**config.mk**
```make
export PLATFORM = sky130hd
export DESIGN_NAME = copcr_regs
export DESIGN_NICKNAME = d
export VERILOG_FILES = /design/src/inc/copcr_pkg.sv /design/src/copcr_regs.sv
export VERILOG_INCLUDE_DIRS = /design/src /design/src/inc
export SDC_FILE = /design/constraint.sdc
export NUM_CORES = 1
export LEC_CHECK = 0
export BUFFER_PORTS_ARGS = -buffer_cell sky130_fd_sc_hd__buf_2
export CAP_MARGIN = 20
export CORE_ASPECT_RATIO = 0.75
export CORE_UTILIZATION = 57
export DETAILED_ROUTE_END_ITERATION = 6
export PLACE_DENSITY = 0.89
export REMOVE_ABC_BUFFERS = 1
export SETUP_SLACK_MARGIN = 0.3
export SLEW_MARGIN = 10
export SYNTH_ARGS = -nofsm -noshare
export SYNTH_HDL_FRONTEND = slang
export SYNTH_SLANG_ARGS = --single-unit
export TNS_END_PERCENT = 30
```
**constraint.sdc**
```tcl
create_clock -name clock -period 3.9 [get_ports clock]
set_clock_uncertainty 0.2 [all_clocks]
set_input_delay 0.39 -clock clock [delete_from_list [all_inputs] [get_ports clock]]
set_output_delay 0.39 -clock clock [all_outputs]
set_load 0.03 [all_outputs]
```
**src/inc/copcr_cfg.svh**
```systemverilog
/*
 * Offsets, field positions, reset values and code figures of the
 * clock output path configuration slice.
 * Assumes an eight-bit register index and sixteen-bit register words.
 */
`ifndef COPCR_CFG_SVH
`define COPCR_CFG_SVH

// ----------------------------------------
// Register indices
// ----------------------------------------
`define COPCR_OFS_PATH_SEL 8'h03
`define COPCR_OFS_SPREAD_CTRL 8'h04
`define COPCR_OFS_SPREAD_INC 8'h05
`define COPCR_OFS_CH1_FMT 8'h06

// ----------------------------------------
// Reset values
// ----------------------------------------
`define COPCR_RST_PATH_SEL 8'h01
`define COPCR_RST_SPREAD_CTRL 16'h0000
`define COPCR_RST_SPREAD_INC 16'h0000
`define COPCR_RST_CH1_FMT 16'h0aa0

// ----------------------------------------
// Path select fields (low byte of its register)
// ----------------------------------------
`define COPCR_CH1_COMB_BIT 7
`define COPCR_OUTB_OFF_BIT 6
`define COPCR_OUTA_OFF_BIT 5
`define COPCR_CH0_SRC_BIT 4
`define COPCR_CH0_COMB_BIT 3
`define COPCR_CHAN0_DIVIDE_CODE_MSB 2
`define COPCR_CHAN0_DIVIDE_CODE_LSB 0

// ----------------------------------------
// Spread control and output format fields
// ----------------------------------------
`define COPCR_SPREAD_RSVD_BIT 15
`define COPCR_STEPS_MSB 14
`define COPCR_STEPS_LSB 2
`define COPCR_MODTYPE_BIT 1
`define COPCR_SPREAD_EN_BIT 0
`define COPCR_CHAN1_DIVIDE_CODE_MSB 15
`define COPCR_CHAN1_DIVIDE_CODE_LSB 13
`define COPCR_NUMB_HI_MSB 12
`define COPCR_NUMB_HI_LSB 5
`define COPCR_EDGE_MSB 4
`define COPCR_EDGE_LSB 3
`define COPCR_FMT_MSB 2
`define COPCR_FMT_LSB 0

// ----------------------------------------
// Divide ratios for codes 1..7, and single-ended pin codes
// ----------------------------------------
`define COPCR_DIV_1 6'h02
`define COPCR_DIV_2 6'h04
`define COPCR_DIV_3 6'h06
`define COPCR_DIV_4 6'h08
`define COPCR_DIV_5 6'h0a
`define COPCR_DIV_6 6'h14
`define COPCR_DIV_7 6'h28
`define COPCR_FMT_SE_P_ONLY 3'h4
`define COPCR_FMT_SE_N_ONLY 3'h5

`endif

```
**src/inc/copcr_pkg.sv**
```systemverilog
/*
 * Types shared by the clock output path configuration slice.
 * Assumes copcr_cfg.svh supplies every figure.
 */
package copcr_pkg;

	typedef enum logic {COPCR_SRC_CHAN_DIV, COPCR_SRC_COMBINER} copcr_drv_src_e;
	typedef enum logic {COPCR_FOD_A, COPCR_FOD_B} copcr_fod_e;
	typedef enum logic {COPCR_SPREAD_DOWN, COPCR_SPREAD_CENTER} copcr_spread_e;

	// One register access from the serial port or the fuse loader
	typedef struct packed {
		logic [7:0] addr;
		logic [15:0] data;
	} copcr_wr_s;

	// Pin drive of one output driver
	typedef struct packed {
		logic carryClock;
		logic forceLow;
		logic oeP;
		logic oeN;
	} copcr_pins_s;

	// Clock routing decided by the slice
	typedef struct packed {
		copcr_drv_src_e outASource;
		copcr_drv_src_e outBSource;
		copcr_fod_e chan0DividerSource;
		logic [5:0] chan0Ratio;
		logic [5:0] chan1Ratio;
	} copcr_route_s;

endpackage : copcr_pkg

```
**src/copcr_regs.sv**
```systemverilog
/*
 * Configuration register slice of a programmable clock generator:
 * output path select, spread-spectrum control and step, channel 1
 * divider with output A format. Also runs the triangular spread
 * modulator on the numerator offset.
 * Assumes the serial management port and the fuse loader hand over
 * decoded word accesses on this clock, and that output enables and
 * the step tick come from logic on the same clock.
 */
`timescale 1ns/1ps

`include "copcr_cfg.svh"

module copcr_regs
	import copcr_pkg::*;
(
	// Clock and reset
	input wire logic clock,
	input wire logic rst,
	// Serial port register access
	input wire logic regWrite,
	input wire logic regRead,
	input wire copcr_wr_s regReq,
	output logic [15:0] regRdData,
	output logic regRdValid,
	output logic regAddrErr,
	// Fuse page load at start-up
	input wire logic fuseWrite,
	input wire copcr_wr_s fuseReq,
	input wire logic fuseLoadDone,
	output logic fuseLoaded,
	// Output enables from the neighbouring register
	input wire logic outAEnable,
	input wire logic outBEnable,
	// Modulation step timing
	input wire logic modStepTick,
	// Clock routing and driver control
	output copcr_route_s route,
	output copcr_pins_s outAPins,
	output copcr_pins_s outBPins,
	output logic [2:0] outAFormat,
	output logic [1:0] outAEdgeRate,
	output logic outAEdgeRateValid,
	output logic [7:0] fracDivBNumeratorHigh,
	// Spread modulation state
	output logic spreadActive,
	output logic [23:0] spreadNumOffset
);

	// ----------------------------------------
	// Helpers
	// ----------------------------------------
	function automatic logic [5:0] divRatio(input logic [2:0] code);
		logic [5:0] r;
		r = 6'h00;
		case (code)
			3'h1: r = `COPCR_DIV_1;
			3'h2: r = `COPCR_DIV_2;
			3'h3: r = `COPCR_DIV_3;
			3'h4: r = `COPCR_DIV_4;
			3'h5: r = `COPCR_DIV_5;
			3'h6: r = `COPCR_DIV_6;
			3'h7: r = `COPCR_DIV_7;
			default: r = 6'h00;
		endcase
		return r;
	endfunction : divRatio

	function automatic copcr_pins_s pinDrive(input logic en, input logic offHiZ,
		input logic [2:0] fmt);
		copcr_pins_s p;
		p = '0;
		if (en)
		begin
			p.carryClock = 1'b1;
			p.oeP = (fmt != `COPCR_FMT_SE_N_ONLY);
			p.oeN = (fmt != `COPCR_FMT_SE_P_ONLY);
		end
		else if (!offHiZ)
		begin
			p.forceLow = 1'b1;
			p.oeP = 1'b1;
			p.oeN = 1'b1;
		end
		return p;
	endfunction : pinDrive

	// ----------------------------------------
	// Register storage
	// ----------------------------------------
	logic [7:0] pathSel_reg;
	logic [15:0] spreadCtrl_reg;
	logic [15:0] spreadInc_reg;
	logic [15:0] ch1Fmt_reg;
	logic fuseLoaded_reg;

	// Fuse loader owns the port while it writes; a software write in the same cycle is dropped
	logic wrEn;
	copcr_wr_s wrReq;
	assign wrEn = fuseWrite | regWrite;
	assign wrReq = fuseWrite ? fuseReq : regReq;

	always_ff @(posedge clock)
	begin
		if (rst)
		begin
			pathSel_reg <= `COPCR_RST_PATH_SEL;
			spreadCtrl_reg <= `COPCR_RST_SPREAD_CTRL;
			spreadInc_reg <= `COPCR_RST_SPREAD_INC;
			ch1Fmt_reg <= `COPCR_RST_CH1_FMT;
		end
		else if (wrEn)
		begin
			if (wrReq.addr == `COPCR_OFS_PATH_SEL)
				pathSel_reg <= wrReq.data[7:0];
			else if (wrReq.addr == `COPCR_OFS_SPREAD_CTRL)
			begin
				spreadCtrl_reg <= wrReq.data;
				spreadCtrl_reg[`COPCR_SPREAD_RSVD_BIT] <= 1'b0;
			end
			else if (wrReq.addr == `COPCR_OFS_SPREAD_INC)
				spreadInc_reg <= wrReq.data;
			else if (wrReq.addr == `COPCR_OFS_CH1_FMT)
				ch1Fmt_reg <= wrReq.data;
		end
	end

	always_ff @(posedge clock)
	begin
		if (rst)
			fuseLoaded_reg <= 1'b0;
		else if (fuseLoadDone)
			fuseLoaded_reg <= 1'b1;
	end
	assign fuseLoaded = fuseLoaded_reg;

	// ----------------------------------------
	// Read port
	// ----------------------------------------
	logic [15:0] regRdData_reg;
	logic regRdValid_reg;
	logic regAddrErr_reg;

	always_ff @(posedge clock)
	begin
		if (rst)
		begin
			regRdData_reg <= 16'h0000;
			regRdValid_reg <= 1'b0;
			regAddrErr_reg <= 1'b0;
		end
		else
		begin
			regRdValid_reg <= regRead;
			regAddrErr_reg <= 1'b0;
			if (!regRead)
				regRdData_reg <= 16'h0000;
			else if (regReq.addr == `COPCR_OFS_PATH_SEL)
				regRdData_reg <= {8'h00, pathSel_reg};
			else if (regReq.addr == `COPCR_OFS_SPREAD_CTRL)
				regRdData_reg <= spreadCtrl_reg;
			else if (regReq.addr == `COPCR_OFS_SPREAD_INC)
				regRdData_reg <= spreadInc_reg;
			else if (regReq.addr == `COPCR_OFS_CH1_FMT)
				regRdData_reg <= ch1Fmt_reg;
			else
			begin
				// Outside this slice: answer zero and flag it
				regRdData_reg <= 16'h0000;
				regAddrErr_reg <= 1'b1;
			end
		end
	end
	assign regRdData = regRdData_reg;
	assign regRdValid = regRdValid_reg;
	assign regAddrErr = regAddrErr_reg;

	// ----------------------------------------
	// Field views
	// ----------------------------------------
	logic chan1CombinerSelect;
	logic outBOffPinState;
	logic outAOffPinState;
	logic chan0DividerSource;
	logic chan0CombinerSelect;
	logic [2:0] chan0DivideCode;
	logic [2:0] chan1DivideCode;
	logic [12:0] spreadStepCount;
	logic spreadModulationType;
	logic spreadEnable;
	logic [2:0] outAFormatField;

	assign chan1CombinerSelect = pathSel_reg[`COPCR_CH1_COMB_BIT];
	assign outBOffPinState = pathSel_reg[`COPCR_OUTB_OFF_BIT];
	assign outAOffPinState = pathSel_reg[`COPCR_OUTA_OFF_BIT];
	assign chan0DividerSource = pathSel_reg[`COPCR_CH0_SRC_BIT];
	assign chan0CombinerSelect = pathSel_reg[`COPCR_CH0_COMB_BIT];
	assign chan0DivideCode = pathSel_reg[`COPCR_CHAN0_DIVIDE_CODE_MSB:`COPCR_CHAN0_DIVIDE_CODE_LSB];
	assign chan1DivideCode = ch1Fmt_reg[`COPCR_CHAN1_DIVIDE_CODE_MSB:`COPCR_CHAN1_DIVIDE_CODE_LSB];
	assign spreadStepCount = spreadCtrl_reg[`COPCR_STEPS_MSB:`COPCR_STEPS_LSB];
	assign spreadModulationType = spreadCtrl_reg[`COPCR_MODTYPE_BIT];
	assign spreadEnable = spreadCtrl_reg[`COPCR_SPREAD_EN_BIT];
	assign outAFormatField = ch1Fmt_reg[`COPCR_FMT_MSB:`COPCR_FMT_LSB];

	// ----------------------------------------
	// Routing and driver control
	// ----------------------------------------
	copcr_route_s route_reg;
	copcr_pins_s outAPins_reg;
	copcr_pins_s outBPins_reg;
	logic [2:0] outAFormat_reg;
	logic [1:0] outAEdgeRate_reg;
	logic outAEdgeRateValid_reg;
	logic [7:0] fracDivBNumeratorHigh_reg;

	// Divider codes pass through unchanged; a nonzero code beside the
	// combiner is a software slip and is not masked here.
	always_ff @(posedge clock)
	begin
		if (rst)
			route_reg <= '0;
		else
		begin
			route_reg.outASource <= chan0CombinerSelect ?
				COPCR_SRC_COMBINER : COPCR_SRC_CHAN_DIV;
			route_reg.outBSource <= chan1CombinerSelect ?
				COPCR_SRC_COMBINER : COPCR_SRC_CHAN_DIV;
			route_reg.chan0DividerSource <= chan0DividerSource ?
				COPCR_FOD_B : COPCR_FOD_A;
			route_reg.chan0Ratio <= divRatio(chan0DivideCode);
			route_reg.chan1Ratio <= divRatio(chan1DivideCode);
		end
	end

	always_ff @(posedge clock)
	begin
		if (rst)
		begin
			outAPins_reg <= '0;
			outBPins_reg <= '0;
		end
		else
		begin
			outAPins_reg <= pinDrive(outAEnable, outAOffPinState, outAFormatField);
			outBPins_reg <= pinDrive(outBEnable, outBOffPinState, 3'h0);
		end
	end

	always_ff @(posedge clock)
	begin
		if (rst)
		begin
			outAFormat_reg <= 3'h0;
			outAEdgeRate_reg <= 2'h0;
			outAEdgeRateValid_reg <= 1'b0;
			fracDivBNumeratorHigh_reg <= 8'h00;
		end
		else
		begin
			outAFormat_reg <= outAFormatField;
			outAEdgeRate_reg <= ch1Fmt_reg[`COPCR_EDGE_MSB:`COPCR_EDGE_LSB];
			outAEdgeRateValid_reg <= ~outAFormatField[2];
			fracDivBNumeratorHigh_reg <=
				ch1Fmt_reg[`COPCR_NUMB_HI_MSB:`COPCR_NUMB_HI_LSB];
		end
	end

	assign route = route_reg;
	assign outAPins = outAPins_reg;
	assign outBPins = outBPins_reg;
	assign outAFormat = outAFormat_reg;
	assign outAEdgeRate = outAEdgeRate_reg;
	assign outAEdgeRateValid = outAEdgeRateValid_reg;
	assign fracDivBNumeratorHigh = fracDivBNumeratorHigh_reg;

	// ----------------------------------------
	// Triangular spread modulator
	// ----------------------------------------
	logic [23:0] spreadAcc_reg;
	logic [12:0] stepCnt_reg;
	logic dirDown_reg;
	logic halfSeg_reg;
	logic spreadActive_reg;
	logic [12:0] segLimit;
	logic [23:0] incWide;
	logic curDown;
	logic curHalf;

	// Type may change in the same write that sets enable, so the first
	// active cycle takes it live rather than from an idle copy
	assign curDown = spreadActive_reg ? dirDown_reg
		: (spreadModulationType == COPCR_SPREAD_DOWN);
	assign curHalf = spreadActive_reg ? halfSeg_reg
		: (spreadModulationType == COPCR_SPREAD_CENTER);
	// Center spread starts mid-range, so its first leg is half a segment
	assign segLimit = curHalf ? (spreadStepCount >> 1) : spreadStepCount;
	assign incWide = {8'h00, spreadInc_reg};

	always_ff @(posedge clock)
	begin
		if (rst || !spreadEnable || spreadStepCount == 13'h0000)
		begin
			spreadActive_reg <= 1'b0;
			spreadAcc_reg <= 24'h000000;
			stepCnt_reg <= 13'h0000;
			dirDown_reg <= 1'b0;
			halfSeg_reg <= 1'b0;
		end
		else
		begin
			spreadActive_reg <= 1'b1;
			dirDown_reg <= curDown;
			halfSeg_reg <= curHalf;
			if (modStepTick)
			begin
				spreadAcc_reg <= curDown ? spreadAcc_reg - incWide
					: spreadAcc_reg + incWide;
				if (stepCnt_reg + 13'h0001 >= segLimit)
				begin
					stepCnt_reg <= 13'h0000;
					dirDown_reg <= ~curDown;
					halfSeg_reg <= 1'b0;
				end
				else
					stepCnt_reg <= stepCnt_reg + 13'h0001;
			end
		end
	end

	assign spreadActive = spreadActive_reg;
	assign spreadNumOffset = spreadAcc_reg;

endmodule : copcr_regs
```
==> impl_metrics.py <==
metrics = {
    "setup_path": {
        "cp-start-kind": "register",
        "cp_data_required_time_ns": 3.98,
        "crit_start": "spreadInc_reg[3]",
        "reg2reg_slack_ns": 0.44,
        "critical_path.max_stage_delay_ns": 0.37,
        "cp_max_fo": 6,
        "slowest_stage": "dfxtp_1",
        "reg2reg_depth": 13,
        "cp_top_family": "compound AO/OA/AOI/OAI gates",
        "critPathKind": "register to register",
        "crit_path_end_kind": "register",
        "r2r-start": "spreadInc_reg[3]",
        "r2r-end": "spreadNumOffset[13]",
        "path_buf_inv": 1,
        "arrival_ns": 3.54,
        "path_cells": "nor3_2 -> buf_4 -> nand2_1 -> o21ai_0 -> xor2_1 -> ha_1 -> a21oi_1 -> o22ai_1 -> a31oi_1 -> nand2_2 -> a311oi_2 -> xor2_1 -> o21ai_0",
        "crit_cells": 13,
    },
    "sta": {
        "worst_pin_slew_ns": 1.003,
        "rsz0062_at_grt": "yes",
        "fin_crit_sh": 0.8864,
        "slew_headroom": 0.3296,
        "fmax_ghz": 0.2893,
        "fin_crit_ns": 3.457,
        "worst_slack_ns": 0.4430,
        "drv_slew": 0,
        "hold_viol_final": 0,
        "setup-violations-final": 0,
    },
    "finish": {
        "seqCellArea_mm2": 0.002964,
        "drive_above_1_share": 0.2356,
        "nNetsFinal": 1124,
        "stdcell_count": 1211,
        "area_growth_pct": 19.17,
        "nFillCells": 918,
        "largest_reg_flops": 24,
        "multi_input_area_mm2": 0.004626,
        "insertedDiodeCount": 0,
        "fin_area_mm2": 0.009343,
    },
    "drt": {
        "viasPerCell": 6.152,
        "drt_iter0_drc": 772,
        "antenna_left": 0,
        "drc": 1,
        "firstDrtPassIters": 7,
        "drt-wirelength-per-cell_um": 18.42,
        "vias": 7450,
        "routed_wl_um": 22300,
    },
    "power": {
        "p_per_area_mw_per_mm2": 366.8,
        "vdd_drop_max_mv": 0.3406,
        "leakage_nw": 4.016,
        "power_w": 0.003427,
    },
    "cts": {
        "root_buffer": "clkbuf_16",
        "ctsHtreeMaxLevel": 4,
        "cts_buffers": 17,
        "cts.clk_slew.worst_paths_ns": 0.07,
        "cts.sink_count": 148,
        "cts_buffer_depth": 2,
        "tritoncts": "done",
        "worstSkewPairLatency_ns": 0.42,
    },
    "global_routing": {
        "grt_max_degree": 83,
        "grt_use_met1": 0.4198,
        "globalRouteMet2Util": 0.4892,
        "antenna_found_initial": 0,
        "grt_pass1_vias": 6961,
        "busiest_layer": "met2",
        "grt_use_met3": 0.06118,
        "overflow": 0,
        "grt_pass1_wl_um": 34830,
        "grt.total_usage": 0.3119,
    },
    "yosys": {
        "synth_top_flop_cell": "dfxtp_1",
        "synth_top_family_by_area": "compound AO/OA/AOI/OAI gates",
        "yosys.area_share.simple": 0.1899,
        "post_synth_mux_area_share": 0.05378,
        "synth_top_area_cell": "dfxtp_1",
        "synth_edf_count": 0,
        "synth-seq-area-share": 0.3779,
        "ys_warn_count": 0,
        "synth.area.top_cells": "dfxtp_1, ha_1, nor2_1",
        "ys_seq_elements": 148,
        "synthXorXnorAreaFrac": 0.04692,
        "synth_cells": 908,
        "synth_compound_area_frac": 0.2193,
        "avgSynthCellArea_um2": 8.634,
        "yosysUniqueCellTypes": 66,
        "synth.most_common_cell": "dfxtp_1",
        "synth_top_area_frac": 0.3779,
        "async_reset_ff_frac": 0,
        "synthAdderAreaFrac": 0.06479,
        "yosys-top-cells-count": "dfxtp_1, nor2_1, nand2_1",
        "synth_area_mm2": 0.007840,
    },
    "min_path": {
        "holdPathEnd": "outAPins[3]",
        "hold-path-cell-count": 3,
        "hold_path_startpoint": "outAEnable",
        "hold_path_class": "primary input to register",
    },
    "run": {
        "maxCapViolCount": 0,
    },
    "placement": {
        "place.gp.congestion": 0.9050,
        "post_dp_cell_area_mm2": 0.008572,
        "dp_slack_ns": 0.1741,
        "io_buffers": 135,
        "dpl.cell_count": 1172,
        "hpwl_um": 14870,
    },
    "floorplan": {
        "die_x_um": 137.4,
        "initial_core_util": 0.5940,
        "design.portCount": 138,
        "dieHeight_um": 103.6,
        "die-area_mm2": 0.01423,
        "fp-row-count": 36,
        "core_area_mm2": 0.01320,
    },
    "run_status": {
        "status": "finished with violations",
        "violations": "DRC",
    },
}
## timing repair
| item | CTS | global route |
|---|---|---|
| pin swaps | 1 | 2 |
| hold buffers | 2 | 0 |
| endpoints found under the hold margin | 2 | 0 |
| buffers inserted | 2 | 2 |
| gates cloned | 0 | 1 |
| resized for setup | 6 | 22 |
| endpoints found under the setup margin | 18 | 24 |
## stage by stage
| stage | hold slack (ns) | setup TNS [ns] | utilization |
|---|---|---|---|
| 2_1_floorplan | 0.2368 | -3.894 | - |
| 3_3_place_gp | 0.2426 | 0 | 0.6495 |
| 3_5_place_dp | 0.2556 | 0 | 0.6495 |
| 4_1_cts | 0.03543 | 0 | 0.6993 |
| 5_1_grt | 0.04168 | 0 | 0.7079 |
| 6_report | 0.04932 | 0 | 0.7079 |
## tightest hold or removal path, delay by kind of cell
kind                   cells  cell delay (ns)
buffers and inverters      2             0.15
AND/OR/NAND/NOR            1             0.10
## layer usage
layer	share of wire	vias up	wire length, um
met3	0.084	71	1877
met5	0	-	0
li1	-	3494	-
met4	0.026	0	575
met1	0.43	3514	9498
met2	0.46	371	10350
## cell usage in the layout, fill, tap and decap left out, drive strengths merged, types with 33 or more instances in the layout
cell type,Yosys,final
inv,27,33
a211oi,63,63
nand2,78,78
dfxtp,148,148
buf,19,154
a21oi,53,53
ha,39,39
o21ai,46,46
mux2i,41,41
nor2,113,113
## worst max-delay path by stage
| stage | to |
|---|---|
| floorplan | stepCnt_reg[5] |
| global placement | spreadNumOffset[23] |
| detailed placement | spreadNumOffset[23] |
| CTS | spreadNumOffset[23] |
| global route | spreadNumOffset[23] |
| finish | spreadNumOffset[13] |
## where the power goes
part           switching, W  internal (W)  total [W]
Clock              0.000716      0.000961    0.00168
Sequential       0.00000537       0.00152    0.00153
Combinational      0.000146     0.0000749   0.000221
## kinds of logic after synthesis
family	count (synthesis)
simple gates	311
compound gates	240
other cells	1
mux	42
buf+inv	84
fa+ha+maj	40
xor+xnor	42
flops	148
## layout make-up
cell class | instances | share of cell area
Clock inverter | 15 | 0.01821
Timing Repair Buffer | 156 | 0.09013
Multi-Input combinational cell | 677 | 0.4951
Tap cell | 171 | 0.02290
Inverter | 27 | 0.01085
Sequential cell | 148 | 0.3173
Clock buffer | 17 | 0.04553
Power figures use the tool's default switching activity.
